==> config.mk <==
export PLATFORM = sky130hd
export DESIGN_NAME = bst_tap
export DESIGN_NICKNAME = d
export VERILOG_FILES = /design/src/include/bst_pkg.sv /design/src/hdl/bst_tap.sv
export SDC_FILE = /design/constraint.sdc
export NUM_CORES = 1
export LEC_CHECK = 0
export BUFFER_PORTS_ARGS = -buffer_cell sky130_fd_sc_hd__buf_2
export CAP_MARGIN = 10
export CORE_MARGIN = 2
export CORE_UTILIZATION = 50
export CTS_CLUSTER_SIZE = 40
export DETAILED_ROUTE_END_ITERATION = 10
export PLACE_DENSITY = 0.77
export SLEW_MARGIN = 40
export SYNTH_ARGS = -nofsm -noshare
export SYNTH_HDL_FRONTEND = slang
export SYNTH_SLANG_ARGS = --single-unit
==> constraint.sdc <==
create_clock -name mclk -period 7 [get_ports mclk]
set_input_delay 2.1 -clock mclk [delete_from_list [all_inputs] [get_ports mclk]]
set_output_delay 2.1 -clock mclk [all_outputs]
set_load 0.01 [all_outputs]
==> src/include/bst_pkg.sv <==
// bst_pkg: constants, types and register map of the boundary-scan test port.
// assumes: a single system clock (mclk) samples every test pin; software owns the apb side.
package bst_pkg;

	// ----------------------------------------------------------------
	// instruction codes
	// ----------------------------------------------------------------
	localparam logic [2:0] IR_EXTEST    = 3'h0;
	localparam logic [2:0] IR_CHAIN_ONE = 3'h1;
	localparam logic [2:0] IR_CFG_WRITE = 3'h2;
	localparam logic [2:0] IR_RESERVED  = 3'h3;
	localparam logic [2:0] IR_SAMPLE    = 3'h4;
	localparam logic [2:0] IR_CHAIN_TWO = 3'h5;
	localparam logic [2:0] IR_READBACK  = 3'h6;
	localparam logic [2:0] IR_BYPASS    = 3'h7;
	// value parallel-loaded into the instruction shifter at capture
	localparam logic [2:0] IR_CAPTURE_VAL = 3'h1;
	localparam int         IR_W           = 3;

	// ----------------------------------------------------------------
	// apb register map (byte addresses) and fields
	// ----------------------------------------------------------------
	localparam logic [7:0] ADDR_CTRL   = 8'h00;
	localparam logic [7:0] ADDR_STATUS = 8'h04;
	localparam int CTRL_CFG_DONE  = 0;
	localparam int CTRL_KEEP_SCAN = 1;
	localparam int CTRL_RB_TDO    = 2;
	localparam logic [2:0] CTRL_RESET = 3'h0;
	localparam int STAT_STATE_LSB = 0;
	localparam int STAT_IR_LSB    = 4;
	localparam int STAT_TDO_OE    = 8;
	localparam int STAT_ACTIVE    = 9;
	localparam int STAT_MODE      = 10;

	// ----------------------------------------------------------------
	// controller states
	// ----------------------------------------------------------------
	typedef enum logic [3:0] {
		TLR, RTI, SEL_DR, CAP_DR, SH_DR, EX1_DR, PA_DR, EX2_DR, UPD_DR,
		SEL_IR, CAP_IR, SH_IR, EX1_IR, PA_IR, EX2_IR, UPD_IR
	} bst_state_t;

	// ----------------------------------------------------------------
	// carriers to the internal logic
	// ----------------------------------------------------------------
	typedef struct packed {
		logic sel_one;
		logic sel_two;
		logic capture;
		logic shift;
		logic update;
		logic si;
	} bst_chain_t;

	typedef struct packed {
		logic wr_valid;
		logic wr_data;
		logic rb_shift;
	} bst_cfg_t;

endpackage : bst_pkg

==> src/hdl/bst_tap.sv <==
// bst_tap: boundary-scan test port, instruction decode, boundary register, bypass, apb control.
// assumes: tck/tms/tdi/reprogram_pin/pads are asynchronous pins; tck is well below mclk/4.
// Behaviour
// - three-bit instruction register decoding eight codes via the instruction path
// - code 000 external test: pad driven from register or input captured per tristate bit
// - codes 001 and 101 route two separate internal logic scan chains
// - code 010 routes test data input to the configuration write path
// - code 110 presents readback data on test output after configuration
// - code 100 samples every pad level and tristate control together
// - code 111 puts one bypass flip-flop between data input and output
// - chain starts at top-side first pad by input, ends at left-side top pad
// - only user pads get cells; config clock, done and test pins excluded
// - test logic active before configuration; afterwards a control bit decides
// - unused after configuration: test pins user io, output tristated or readback
// - no identification register exists among the data registers
// - sixteen controller states, next state chosen from mode-select each test clock
// - reprogram pin and power-up clear force the test logic reset state
// - outputs instruction/data select and a separate test output enable
// - each pad cell: data cell and direction cell, shift stage feeding hold stage
// - direction signal picks capture: low takes pad input, high takes functional output
// - mode high in external test drives scan data, else functional data to pads
// - inputs sampled on rising test clock, test output changes on falling edge
// - hold stage presents new pad values on falling test clock edge
// - capture loads, shift moves bits through, update loads instruction or hold stage
//
// Chosen here: the register addresses and the APB interface to the registers.
`timescale 1ns/10ps
module bst_tap #(
	parameter int NUM_PADS = 8
) (
	// clock and reset
	input  wire logic                   mclk,
	input  wire logic                   rst,
	// test port pins
	input  wire logic                   tck,
	input  wire logic                   tms,
	input  wire logic                   tdi,
	output logic                        tdo,
	output logic                        tdo_oe,
	input  wire logic                   reprogram_pin,
	output logic                        test_pins_user_io,
	// io pads, index 0 is top_side_first_io, last is left_side_top_io
	input  wire logic [NUM_PADS-1:0]    pad_in,
	output logic      [NUM_PADS-1:0]    pad_out,
	output logic      [NUM_PADS-1:0]    pad_oe,
	input  wire logic [NUM_PADS-1:0]    func_out,
	input  wire logic [NUM_PADS-1:0]    pad_tristate_value,
	output logic      [NUM_PADS-1:0]    pad_to_core,
	// controller indications
	output logic                        select_ir,
	output logic                        test_logic_reset,
	// internal scan chains and configuration engine
	output bst_pkg::bst_chain_t         chain_ctl,
	input  wire logic                   logic_scan_chain_one,
	input  wire logic                   logic_scan_chain_two,
	output bst_pkg::bst_cfg_t           cfg_ctl,
	input  wire logic                   readback_data,
	// apb slave
	input  wire logic                   psel,
	input  wire logic                   penable,
	input  wire logic                   pwrite,
	input  wire logic [7:0]             paddr,
	input  wire logic [31:0]            pwdata,
	output logic      [31:0]            prdata,
	output logic                        pready,
	output logic                        pslverr
);

	// ----------------------------------------------------------------
	// elaboration check
	// ----------------------------------------------------------------
	if (NUM_PADS < 1 || NUM_PADS > 1024) begin : g_bad_pads
		$error("bst_tap: NUM_PADS must be 1..1024");
	end

	localparam int BSR_W = 2 * NUM_PADS;

	function automatic bst_pkg::bst_state_t tap_next(input bst_pkg::bst_state_t s, input logic m);
		bst_pkg::bst_state_t n;
		n = bst_pkg::TLR;
		case (s)
			bst_pkg::TLR:    n = m ? bst_pkg::TLR    : bst_pkg::RTI;
			bst_pkg::RTI:    n = m ? bst_pkg::SEL_DR : bst_pkg::RTI;
			bst_pkg::SEL_DR: n = m ? bst_pkg::SEL_IR : bst_pkg::CAP_DR;
			bst_pkg::CAP_DR: n = m ? bst_pkg::EX1_DR : bst_pkg::SH_DR;
			bst_pkg::SH_DR:  n = m ? bst_pkg::EX1_DR : bst_pkg::SH_DR;
			bst_pkg::EX1_DR: n = m ? bst_pkg::UPD_DR : bst_pkg::PA_DR;
			bst_pkg::PA_DR:  n = m ? bst_pkg::EX2_DR : bst_pkg::PA_DR;
			bst_pkg::EX2_DR: n = m ? bst_pkg::UPD_DR : bst_pkg::SH_DR;
			bst_pkg::UPD_DR: n = m ? bst_pkg::SEL_DR : bst_pkg::RTI;
			bst_pkg::SEL_IR: n = m ? bst_pkg::TLR    : bst_pkg::CAP_IR;
			bst_pkg::CAP_IR: n = m ? bst_pkg::EX1_IR : bst_pkg::SH_IR;
			bst_pkg::SH_IR:  n = m ? bst_pkg::EX1_IR : bst_pkg::SH_IR;
			bst_pkg::EX1_IR: n = m ? bst_pkg::UPD_IR : bst_pkg::PA_IR;
			bst_pkg::PA_IR:  n = m ? bst_pkg::EX2_IR : bst_pkg::PA_IR;
			bst_pkg::EX2_IR: n = m ? bst_pkg::UPD_IR : bst_pkg::SH_IR;
			bst_pkg::UPD_IR: n = m ? bst_pkg::SEL_DR : bst_pkg::RTI;
			default:         n = bst_pkg::TLR;
		endcase
		return n;
	endfunction : tap_next

	function automatic logic is_bypass(input logic [2:0] c);
		return (c == bst_pkg::IR_BYPASS) || (c == bst_pkg::IR_RESERVED);
	endfunction : is_bypass

	function automatic logic is_bsr(input logic [2:0] c);
		return (c == bst_pkg::IR_EXTEST) || (c == bst_pkg::IR_SAMPLE);
	endfunction : is_bsr

	// ----------------------------------------------------------------
	// pin synchronisers and test clock edges
	// ----------------------------------------------------------------
	logic [1:0]          tck_sync_r;
	logic [1:0]          tms_sync_r;
	logic [1:0]          tdi_sync_r;
	logic [1:0]          rpg_sync_r;
	logic [NUM_PADS-1:0] pin_a_r;
	logic [NUM_PADS-1:0] pin_b_r;
	logic                tck_d_r;
	logic                rise;
	logic                fall;

	always_ff @(posedge mclk or posedge rst) begin
		if (rst) begin
			tck_sync_r <= 2'h0;
			tms_sync_r <= 2'h3;
			tdi_sync_r <= 2'h3;
			rpg_sync_r <= 2'h0;
			pin_a_r    <= '0;
			pin_b_r    <= '0;
			tck_d_r    <= 1'b0;
		end else begin
			tck_sync_r <= {tck_sync_r[0], tck};
			tms_sync_r <= {tms_sync_r[0], tms};
			tdi_sync_r <= {tdi_sync_r[0], tdi};
			rpg_sync_r <= {rpg_sync_r[0], reprogram_pin};
			pin_a_r    <= pad_in;
			pin_b_r    <= pin_a_r;
			tck_d_r    <= tck_sync_r[1];
		end
	end

	assign rise = tck_sync_r[1] & ~tck_d_r;
	assign fall = ~tck_sync_r[1] & tck_d_r;

	// ----------------------------------------------------------------
	// apb control / status
	// ----------------------------------------------------------------
	logic [2:0] ctrl_r;
	logic       active;
	logic       apb_acc;

	assign apb_acc = psel & penable & pready;

	assign active = ~ctrl_r[bst_pkg::CTRL_CFG_DONE] | ctrl_r[bst_pkg::CTRL_KEEP_SCAN];

	always_ff @(posedge mclk or posedge rst) begin
		if (rst) begin
			ctrl_r <= bst_pkg::CTRL_RESET;
		end else if (apb_acc && pwrite && paddr == bst_pkg::ADDR_CTRL) begin
			ctrl_r <= pwdata[2:0];
		end
	end

	// ----------------------------------------------------------------
	// controller
	// ----------------------------------------------------------------
	bst_pkg::bst_state_t state_r;
	logic                rst_test;

	assign rst_test = rpg_sync_r[1] | ~active;

	always_ff @(posedge mclk or posedge rst) begin
		if (rst) begin
			state_r <= bst_pkg::TLR;
		end else if (rst_test) begin
			state_r <= bst_pkg::TLR;
		end else if (rise) begin
			state_r <= tap_next(state_r, tms_sync_r[1]);
		end
	end

	// ----------------------------------------------------------------
	// instruction register
	// ----------------------------------------------------------------
	logic [2:0] ir_sh_r;
	logic [2:0] ir_r;
	logic       mode;

	always_ff @(posedge mclk or posedge rst) begin
		if (rst) begin
			ir_sh_r <= bst_pkg::IR_BYPASS;
			ir_r    <= bst_pkg::IR_BYPASS;
		end else if (rst_test || (rise && state_r == bst_pkg::TLR)) begin
			ir_r    <= bst_pkg::IR_BYPASS;
		end else if (rise) begin
			case (state_r)
				bst_pkg::CAP_IR: ir_sh_r <= bst_pkg::IR_CAPTURE_VAL;
				bst_pkg::SH_IR:  ir_sh_r <= {tdi_sync_r[1], ir_sh_r[2:1]};
				bst_pkg::UPD_IR: ir_r    <= ir_sh_r;
				default:         ir_r    <= ir_r;
			endcase
		end
	end

	assign mode = (ir_r == bst_pkg::IR_EXTEST);

	// ----------------------------------------------------------------
	// boundary register and bypass
	// ----------------------------------------------------------------
	// pad i: data cell at bit 2i, direction cell at bit 2i+1; bit 0 faces tdi
	logic [BSR_W-1:0]    bsr_sh_r;
	logic [NUM_PADS-1:0] hold_data_r;
	logic [NUM_PADS-1:0] hold_dir_r;
	logic [NUM_PADS-1:0] direction_out_high_in_low;
	logic [BSR_W-1:0]    bsr_cap;
	logic                byp_r;

	always_comb begin
		bsr_cap = '0;
		for (int i = 0; i < NUM_PADS; i++) begin
			direction_out_high_in_low[i] = mode ? hold_dir_r[i] : pad_tristate_value[i];
			bsr_cap[2*i]   = direction_out_high_in_low[i] ? func_out[i] : pin_b_r[i];
			bsr_cap[2*i+1] = direction_out_high_in_low[i];
		end
	end

	// chain order, shift stage, capture and shift
	always_ff @(posedge mclk or posedge rst) begin
		if (rst) begin
			bsr_sh_r <= '0;
		end else if (rise && is_bsr(ir_r) && state_r == bst_pkg::CAP_DR) begin
			bsr_sh_r <= bsr_cap;
		end else if (rise && is_bsr(ir_r) && state_r == bst_pkg::SH_DR) begin
			bsr_sh_r <= {bsr_sh_r[BSR_W-2:0], tdi_sync_r[1]};
		end
	end

	// hold stage loads on falling edge
	always_ff @(posedge mclk or posedge rst) begin
		if (rst) begin
			hold_data_r <= '0;
			hold_dir_r  <= '0;
		end else if (fall && is_bsr(ir_r) && state_r == bst_pkg::UPD_DR) begin
			for (int i = 0; i < NUM_PADS; i++) begin
				hold_data_r[i] <= bsr_sh_r[2*i];
				hold_dir_r[i]  <= bsr_sh_r[2*i+1];
			end
		end
	end

	always_ff @(posedge mclk or posedge rst) begin
		if (rst) begin
			byp_r <= 1'b0;
		end else if (rise && is_bypass(ir_r) && state_r == bst_pkg::CAP_DR) begin
			byp_r <= 1'b0;
		end else if (rise && is_bypass(ir_r) && state_r == bst_pkg::SH_DR) begin
			byp_r <= tdi_sync_r[1];
		end
	end

	always_ff @(posedge mclk or posedge rst) begin
		if (rst) begin
			pad_out     <= '0;
			pad_oe      <= '0;
			pad_to_core <= '0;
		end else begin
			pad_out     <= mode ? hold_data_r : func_out;
			pad_oe      <= mode ? hold_dir_r : pad_tristate_value;
			pad_to_core <= pin_b_r;
		end
	end

	// ----------------------------------------------------------------
	// internal chains and configuration paths
	// ----------------------------------------------------------------
	logic in_dr_sh;

	assign in_dr_sh = rise && state_r == bst_pkg::SH_DR;

	always_ff @(posedge mclk or posedge rst) begin
		if (rst) begin
			chain_ctl <= '0;
		end else begin
			chain_ctl.sel_one <= (ir_r == bst_pkg::IR_CHAIN_ONE);
			chain_ctl.sel_two <= (ir_r == bst_pkg::IR_CHAIN_TWO);
			chain_ctl.capture <= rise && state_r == bst_pkg::CAP_DR;
			chain_ctl.shift   <= in_dr_sh;
			chain_ctl.update  <= rise && state_r == bst_pkg::UPD_DR;
			chain_ctl.si      <= tdi_sync_r[1];
		end
	end

	always_ff @(posedge mclk or posedge rst) begin
		if (rst) begin
			cfg_ctl <= '0;
		end else begin
			cfg_ctl.wr_valid <= in_dr_sh && ir_r == bst_pkg::IR_CFG_WRITE;
			cfg_ctl.wr_data  <= tdi_sync_r[1];
			cfg_ctl.rb_shift <= in_dr_sh && ir_r == bst_pkg::IR_READBACK
			                    && ctrl_r[bst_pkg::CTRL_CFG_DONE];
		end
	end

	// ----------------------------------------------------------------
	// test data output
	// ----------------------------------------------------------------
	logic dr_so;

	// no identification path: unlisted codes fall to bypass
	always_comb begin
		case (ir_r)
			bst_pkg::IR_EXTEST,
			bst_pkg::IR_SAMPLE:    dr_so = bsr_sh_r[BSR_W-1];
			bst_pkg::IR_CHAIN_ONE: dr_so = logic_scan_chain_one;
			bst_pkg::IR_CHAIN_TWO: dr_so = logic_scan_chain_two;
			bst_pkg::IR_READBACK:  dr_so = ctrl_r[bst_pkg::CTRL_CFG_DONE] & readback_data;
			bst_pkg::IR_CFG_WRITE: dr_so = 1'b0;
			default:               dr_so = byp_r;
		endcase
	end

	// while active: output on falling edge, enable only while shifting
	always_ff @(posedge mclk or posedge rst) begin
		if (rst) begin
			tdo    <= 1'b0;
			tdo_oe <= 1'b0;
		end else if (!active) begin
			// readback or tristate once scan is released
			tdo    <= readback_data;
			tdo_oe <= ctrl_r[bst_pkg::CTRL_RB_TDO];
		end else if (fall) begin
			tdo    <= (state_r == bst_pkg::SH_IR) ? ir_sh_r[0] : dr_so;
			tdo_oe <= (state_r == bst_pkg::SH_IR) || (state_r == bst_pkg::SH_DR);
		end
	end

	always_ff @(posedge mclk or posedge rst) begin
		if (rst) begin
			select_ir         <= 1'b0;
			test_logic_reset  <= 1'b1;
			test_pins_user_io <= 1'b0;
		end else begin
			select_ir         <= (state_r >= bst_pkg::SEL_IR);
			test_logic_reset  <= (state_r == bst_pkg::TLR);
			test_pins_user_io <= ~active;
		end
	end

	// ----------------------------------------------------------------
	// apb answer: one wait state, registered data
	// ----------------------------------------------------------------
	always_ff @(posedge mclk or posedge rst) begin
		if (rst) begin
			pready  <= 1'b0;
			prdata  <= 32'h0;
			pslverr <= 1'b0;
		end else begin
			pready  <= psel & penable & ~pready;
			pslverr <= 1'b0;
			prdata  <= 32'h0;
			if (psel && penable && !pready) begin
				case (paddr)
					bst_pkg::ADDR_CTRL: prdata[2:0] <= ctrl_r;
					bst_pkg::ADDR_STATUS: begin
						if (!pwrite) begin
							prdata[bst_pkg::STAT_STATE_LSB +: 4] <= state_r;
							prdata[bst_pkg::STAT_IR_LSB +: 3]    <= ir_r;
							prdata[bst_pkg::STAT_TDO_OE]         <= tdo_oe;
							prdata[bst_pkg::STAT_ACTIVE]         <= active;
							prdata[bst_pkg::STAT_MODE]           <= mode;
						end
					end
					default: pslverr <= 1'b1;
				endcase
			end
		end
	end

endmodule : bst_tap

* After elaboration in Yosys (flattened, before gate mapping)
Index checks and enable logic that the tools add are counted.
** Operators by class
- Order comparisons :: 1
- Equal/unequal tests :: 24
- Mux-type cells :: 56
- Bitwise logic cells :: 14
- Reduce and logical (&&, ||, !) cells :: 40
** Operators with widths (count)
- 4-bit case mux with 12 select lines :: 1
- 4-bit equality test, second input constant :: 8
- 16-bit 2-to-1 mux :: 2
- 1-bit 2-to-1 mux :: 28
- 4-bit 2-to-1 mux :: 7
- 3-bit 2-to-1 mux :: 8
- 1-bit logical AND :: 19
- 4-bit by 3-bit equality test with 1-bit output, second input constant :: 4
- 8-bit 2-to-1 mux :: 2
- 7-bit 2-to-1 mux :: 2
- 3-bit equality test, second input constant :: 4
- 3-bit case mux with 2 select lines :: 2
- 2-bit nonzero test :: 6
- 4-bit by 2-bit equality test with 1-bit output, second input constant :: 2
- 8-bit by 3-bit equality test with 1-bit output, second input constant :: 1
- 8-bit zero test :: 1
- 2-bit OR reduction :: 4
- 1-bit AND :: 6
- 3-bit by 2-bit equality test with 1-bit output, second input constant :: 2
- 2-bit 2-to-1 mux :: 3
- 1-bit NOT :: 6
- 1-bit case mux with 5 select lines :: 1
- 4-bit by 1-bit equality test with 1-bit output, second input constant :: 1
- 4-bit greater-or-equal comparator, second input constant :: 1
- other kinds (10) :: 14
** Word-level totals
- Bits in registers :: 120
- Bits of input ports :: 76
- Output and inout bits :: 72
- Logic and storage cells :: 169

* Depth between registers and ports, before layout
Gate-level depths: netlist of run 1.
- Word-level depth :: 7
- Gate-level depth with buffers :: 7
- Mapped depth without buffers :: 5

* Worst setup path before layout of run 1
No wires, ideal clock.
- Path type :: input to register
- Start :: in paddr[5]
- End :: reg ctrl_r[0]
- Setup time :: 0.125 ns
- Data arrival time :: 3.434 ns
- Slack :: 3.441 ns
- Cell stages on the path :: 4
- Cells stage by stage :: or4_4 -> nor4_4 -> nor3b_4 -> mux2_4
** Between the ends
- Longest elaborated chain between the ends :: 2
** Ends and longest elaborated chain
- from (decl) :: RTL line bst_tap.sv:62 : input wire logic [7:0] paddr,
- 8-bit zero test :: RTL line bst_tap.sv:161 : end else if (apb_acc && pwrite && paddr == bst_pkg::ADDR_CTRL) begin
- 1-bit logical AND :: RTL line bst_tap.sv:161
- to (signal assigned) :: RTL line bst_tap.sv:160 : ctrl_r <= bst_pkg::CTRL_RESET;
- to (signal assigned) :: RTL line bst_tap.sv:162 : ctrl_r <= pwdata[2:0];
- to (decl) :: RTL line bst_tap.sv:150 : logic [2:0] ctrl_r;
Every way passes these cells.
A chain may end at the register's enable or synchronous reset.

* Worst setup path in the final report of run 1
Ends and elaborated chain as after synthesis.

==> metrics.csv, run 1 <==
stage,metric,value,unit
final_layout,num_antenna_cells,0,
sta,final_max_slew_viol_count,0,
grt,grt_max_degree,91,
outcome,status,"complete, no violations",
sta,rsz0062_at_grt,false,
synthesis,synth_edf_count,0,
critical_path,cp-start-kind,primary input,
final_layout,n_fill_cell,780,
critical_path,path_max_fanout,4,
drt,routed_wl,10800,µm
critical_path,reg2reg_to,hold_dir_r[6]$_DFFE_PP0P_,
grt,grt_pass1_vias,3546,
sta,fin_skew,10.2,ps
critical_path,critical_path_class,in -> reg,
critical_path,end_kind,flip-flop,
synthesis,netlist.top_cell.by_area,dfrtp_1,
drt,drtIter0Drc,207,
cts,post_cts_buffers,0,
floorplanning,die_x,105,µm
drt,vias_per_cell,5.24,
grt,grt_usage,20.9,%
synthesis,synthFlopType,dfrtp_1,
synthesis,synth_most_common_cell,dfrtp_1,
cts,path_clk_slew,50,ps
drt,wl_per_cell,16.2,µm
cts,clockRootBuffer,clkbuf_8,
synthesis,syn_area,5080,µm²
synthesis,syn_avg_cell_area,11.9,µm²
grt,overflow,0,
final_layout,areaGrowthSynthToFinish,21.4,%
cts,clk_path_buf_depth,2,
critical_path,r2r-start,state_r[3]$_DFFE_PP0P_,
synthesis,syn_inst,427,
cts,h-tree-depth,4,
flow_run,max_cap_violations,0,
drt,drc,0,
floorplanning,start_util,51.8,%
power_and_ir_drop,total_power,1660,µW
cts,cts_tree,done,
floorplanning,die_area,11000,µm²
synthesis,ys_types,64,
sta,setup_violations,0,
critical_path,worstPathRequired,7390,ps
synthesis,synth_seq_cells,120,
critical_path,worstPathArrival,3670,ps
floorplanning,num_io_pins,148,
synthesis,synth_top_area_share,53.7,%
final_layout,postLayoutCoreUtil,62.9,%
min_path,hold_class,reg -> reg,
drt,first_pass_iters,4,
cts,tritoncts.num_buffers,17,
drt,ant_nets,0,
final_layout,stdcell_area,6170,µm²
critical_path,ff2ff_setup_slack,4690,ps
floorplanning,die_h,105,µm
power_and_ir_drop,peakVddDrop,0.169,mV
final_layout,drive_gt1_share,35.8,%
grt,grt_antenna_before_repair,0,
sta,max_slew.worst_pin.slew,755,ps
placement,io_buffers,96,
synthesis,yosysWarnings,0,
sta,post-route-period-util,46.8,%
cts,cts.sinks,120,
sta,fmax,305,MHz
floorplanning,core,9820,µm²
power_and_ir_drop,cellPowerDensity,269,nW/µm²
critical_path,crit_start,paddr[5],
power_and_ir_drop,p_leak,0.00300,µW
cts,cts_resized,0,
drt,vias,3491,
cts,clk_latency,520,ps
critical_path,r2r_cells,4,
grt,grt_pass1_wl,17900,µm
final_layout,nets,597,
synthesis,synth_area_leaders,"dfrtp_1 54%, mux2_2 5.8%, dfstp_2 5.7%",
critical_path,endpoint,ctrl_r[0]$_DFFE_PP0P_,
placement,gp_congestion,0.803,
synthesis,synthTopCellsByCount,"109 x dfrtp_1, 58 x nand2_1, 26 x mux2_2",
synthesis,yosysSeqAreaShare,59.4,%
floorplanning,row_count,36,
placement,place_area,5580,µm²
synthesis,synth-async-reset-ratio,100,%
placement,dp_hpwl,7140,µm
sta,max_slew_margin,49.5,%
sta,hold_violations,0,
cts,ctsHoldBuffers,0,
sta,fin_tns_setup,0,ps
sta,fin_crit,3270,ps
[per-layer routing]
metal  wire length (µm)  share of wire [%]  vias up  GRT usage (%)
li1                   -                  -     1627              -
met1               4590                 43     1712           27.9
met2               5360                 50      135           32.7
met3                624                5.8       17           4.55
met4                198                1.8        0           10.0
met5                  0                  0        -              0
[layout make-up]
| type | count | area [µm²] | share of cell area, % |
|---|---|---|---|
| tap | 133 | 166 | 2.70 |
| clock buffer | 23 | 467 | 7.56 |
| clock inverter | 8 | 120 | 1.95 |
| timing repair buffer | 99 | 503 | 8.15 |
| sequential | 120 | 3020 | 48.9 |
| inverter | 10 | 45.0 | 0.730 |
| multi-input combinational | 273 | 1850 | 30.0 |
[through the flow]
| step | instances | worst slack (ps) | hold slack (ps) |
|---|---|---|---|
| floorplan | 448 | 1730 | 331 |
| global placement | 635 | 3280 | 331 |
| detailed placement | 635 | 3200 | 335 |
| CTS | 666 | 3730 | 348 |
| global route | 666 | 3660 | 352 |
| finish | 666 | 3730 | 346 |
[critical path: stages]
cell     delay [ps]
buf_2           100
or4_4           540
nor4_4          230
nor3b_4         360
mux2_4          340
[worst min-delay path by stage]
stage / startpoint / to / slack, ps / cells past startpoint
after CTS: tck_sync_r[0]$_DFF_PP0_ / tck_sync_r[1]$_DFF_PP0_ / 350 / 0
after global routing: rpg_sync_r[0]$_DFF_PP0_ / rpg_sync_r[1]$_DFF_PP0_ / 350 / 0
final: rpg_sync_r[0]$_DFF_PP0_ / rpg_sync_r[1]$_DFF_PP0_ / 350 / 0
after detailed placement: tck_sync_r[0]$_DFF_PP0_ / tck_sync_r[1]$_DFF_PP0_ / 330 / 0
after global placement: pin_a_r[1]$_DFF_PP0_ / pin_b_r[1]$_DFF_PP0_ / 330 / 0
after floorplan: pin_a_r[0]$_DFF_PP0_ / pin_b_r[0]$_DFF_PP0_ / 330 / 0
[registers in the layout, summed over array words and instances (netlist names), 2 cells and up]
register,count
pad_out,8
tms_sync_r,2
pin_b_r,8
bsr_sh_r,16
tck_sync_r,2
pad_oe,8
rpg_sync_r,2
chain_ctl,5
pin_a_r,8
cfg_ctl,3
prdata,10
state_r,4
ir_sh_r,3
tdi_sync_r,2
ir_r,3
hold_data_r,8
hold_dir_r,8
ctrl_r,3
pad_to_core,8
[cells by family (layout without fill, tap and decap cells)]
family	Yosys count	in the layout	share of synthesized area (%)
flops	120	120	59.4
compound gates	62	62	8.08
mux	51	51	11.3
other cells	1	22	0.0738
buf+inv	55	140	6.08
xor+xnor	1	1	0.172
simple gates	137	137	15.0
[where the power goes]
group          internal [µW]  switching (µW)  leakage, µW
sequential               715            13.6      0.00146
clock                    566             284     0.000284
combinational           32.3            50.9      0.00126
total                   1310             348      0.00300
[cells in the final DEF, fill, tap and decap left out, types with 4 or more instances in the layout]
cell type,count
mux2_2,26
conb_1,22
a21oi_1,13
clkbuf_8,4
nand2b_1,7
buf_2,96
and2_1,6
nor2_1,14
nand3b_1,4
nor3_1,9
o21ai_0,19
nand2_1,58
dfrtp_1,108
or2_2,5
dfstp_2,11
clkbuf_16,16
nor2b_1,6
mux2i_1,20
inv_1,9
Note: power is estimated with default switching activity, not from simulation.
==> run 2: changes to the inputs <==
clock period = 3.05 ns   (was 7 ns; I/O delays follow)
==> run 2 against run 1 <==
Net effect:
- clock skew decreased by 3.4 ps
- clock-buffer cell count unchanged
- flip-flop and latch count unchanged
- critical path depth decreased by 1
- largest cell class unchanged
- sequential power increased by 130%
- register-to-register slack got worse by 3900 ps
- global-route usage decreased by 0.24 points
- routed wire length decreased by 0.46%
==> metrics.csv, run 2 (synthesis results as in run 1) <==
stage,metric,value,unit,change
cts,tritoncts.num_buffers,17,,unchanged
power_and_ir_drop,peakVddDrop,0.245,mV,was 0.169 mV
drt,wl_per_cell,15.9,µm,was 16.2 µm
drt,drtIter0Drc,230,,was 207
cts,h-tree-depth,4,,unchanged
drt,ant_nets,0,,unchanged
grt,overflow,0,,unchanged
floorplanning,die_x,105,µm,unchanged
sta,fmax,444,MHz,
sta,hold_violations,0,,unchanged
cts,path_clk_slew,60,ps,was 50 ps
final_layout,multi_input_area,1840,µm²,was 1850 µm²
sta,layout_setup_ws,797,ps,was 3730 ps
placement,dpl_worst_slack,440,ps,was 3200 ps
sta,post-route-period-util,73.9,%,
placement,gp_congestion,0.805,,was 0.803
floorplanning,row_count,36,,unchanged
critical_path,path_max_fanout,23,,was 4
sta,fin_tns_setup,0,ps,unchanged
power_and_ir_drop,cellPowerDensity,606,nW/µm²,was 269 nW/µm²
placement,dp_hpwl,7050,µm,was 7140 µm
drt,drc,0,,unchanged
cts,clockRootBuffer,clkbuf_8,,unchanged
final_layout,top_regs,"bsr_sh_r: 16 flops, prdata: 10 flops",,unchanged
sta,max_slew.worst_pin.slew,755,ps,about the same
final_layout,drive_gt1_share,36.3,%,was 35.8%
cts,post_cts_buffers,0,,unchanged
drt,routed_wl,10700,µm,was 10800 µm
grt,grt_antenna_before_repair,0,,unchanged
flow_run,max_cap_violations,0,,unchanged
sta,fin_crit,2250,ps,
outcome,status,"complete, no violations",,unchanged
critical_path,cp-start-kind,flip-flop,,was primary input
min_path,hold_class,reg -> reg,,unchanged
final_layout,stdcell_area,6180,µm²,was 6170 µm²
critical_path,end_kind,flip-flop,,unchanged
sta,fin_skew,6.86,ps,was 10.2 ps
drt,vias,3514,,was 3491
final_layout,largest_register_ffs,16,,unchanged
floorplanning,core,9820,µm²,unchanged
final_layout,top_register,bsr_sh_r,,unchanged
floorplanning,die_h,105,µm,unchanged
floorplanning,start_util,51.8,%,unchanged
sta,setup_violations,0,,unchanged
power_and_ir_drop,total_power,3750,µW,was 1660 µW
grt,grt_pass1_wl,17600,µm,was 17900 µm
floorplanning,num_io_pins,148,,unchanged
floorplanning,die_area,11000,µm²,unchanged
placement,io_buffers,96,,unchanged
drt,vias_per_cell,5.22,,was 5.24
final_layout,seq_area,3020,µm²,about the same
final_layout,areaGrowthSynthToFinish,21.6,%,was 21.4%
final_layout,nets,603,,was 597
drt,first_pass_iters,5,,was 4
critical_path,worstPathRequired,3450,ps,was 7390 ps
grt,grt_usage,20.7,%,was 20.9%
final_layout,layout_commonest_cell,dfrtp_1,,unchanged
cts,clk_path_buf_depth,2,,unchanged
grt,grt_max_degree,68,,was 91
sta,final_max_slew_viol_count,0,,unchanged
cts,clk_latency,520,ps,about the same
grt,grt_pass1_vias,3533,,was 3546
cts,cts_resized,0,,unchanged
final_layout,layout_common_cells,"109 x dfrtp_1, 96 x buf_2, 58 x nand2_1, 26 x mux2_2, 22 x conb_1",,"was 108 x dfrtp_1, 96 x buf_2, 58 x nand2_1, 26 x mux2_2, 22 x conb_1"
final_layout,n_fill_cell,776,,was 780
critical_path,critical_path_class,reg -> reg,,was in -> reg
critical_path,worstPathArrival,2650,ps,was 3670 ps
cts,cts_tree,done,,unchanged
sta,max_slew_margin,49.6,%,was 49.5%
final_layout,num_antenna_cells,0,,unchanged
placement,place_area,5610,µm²,was 5580 µm²
sta,rsz0062_at_grt,false,,unchanged
power_and_ir_drop,p_leak,0.00301,µW,was 0.00300 µW
cts,ctsHoldBuffers,0,,unchanged
cts,cts.sinks,120,,unchanged
-- run 2: where the power goes --
part	switching [µW]	total (µW)	internal, µW
clock network	667	1880	1220
registers	29.2	1670	1640
logic	117	193	76.1
total	813	3750	2930
-- run 2: metrics by stage --
step	std cells	utilization, %	hold WS, ps
finish	673	62.9	342
global route	673	62.9	351
CTS	673	62.9	348
detailed placement	641	57.2	336
global placement	641	57.2	332
floorplan	448	-	331
-- run 2: path summary, 6_finish.rpt --
kind,slack (ps),startpoint,end,depth (start not counted)
worst max-delay path,800,state_r[3]$_DFFE_PP0P_,hold_dir_r[6]$_DFFE_PP0P_,4
worst min-delay path,340,pin_a_r[0]$_DFF_PP0_,pin_b_r[0]$_DFF_PP0_,0
worst max register to register,800,state_r[3]$_DFFE_PP0P_,hold_dir_r[6]$_DFFE_PP0P_,4
worst min register to register,340,pin_a_r[0]$_DFF_PP0_,pin_b_r[0]$_DFF_PP0_,0
max in group asynchronous,2000,rst,pad_to_core[2]$_DFF_PP0_,3
min in group asynchronous,560,rst,chain_ctl[2]$_DFF_PP0_,3
-- run 2: layer usage --
metal | GRT usage (%) | vias to the layer above | part of all wire, %
li1 | - | 1638 | -
met1 | 26.6 | 1735 | 43
met2 | 32.2 | 117 | 50
met3 | 6.67 | 24 | 5.1
met4 | 8.95 | 0 | 2.4
met5 | 0 | - | 0
-- run 2: critical path, stage by stage (launching register included) --
cell and delay, ps:
dfrtp_1 790, nand2b_1 220, inv_1 110, nand4_2 490
mux2_1 510
-- run 2: area by class of cell --
cell class	instances	area share [%]
Sequential cell	120	48.8
Inverter	10	0.668
Tap cell	133	2.69
Clock inverter	9	1.58
Timing Repair Buffer	105	8.93
Clock buffer	23	7.55
Multi-Input combinational cell	273	29.8
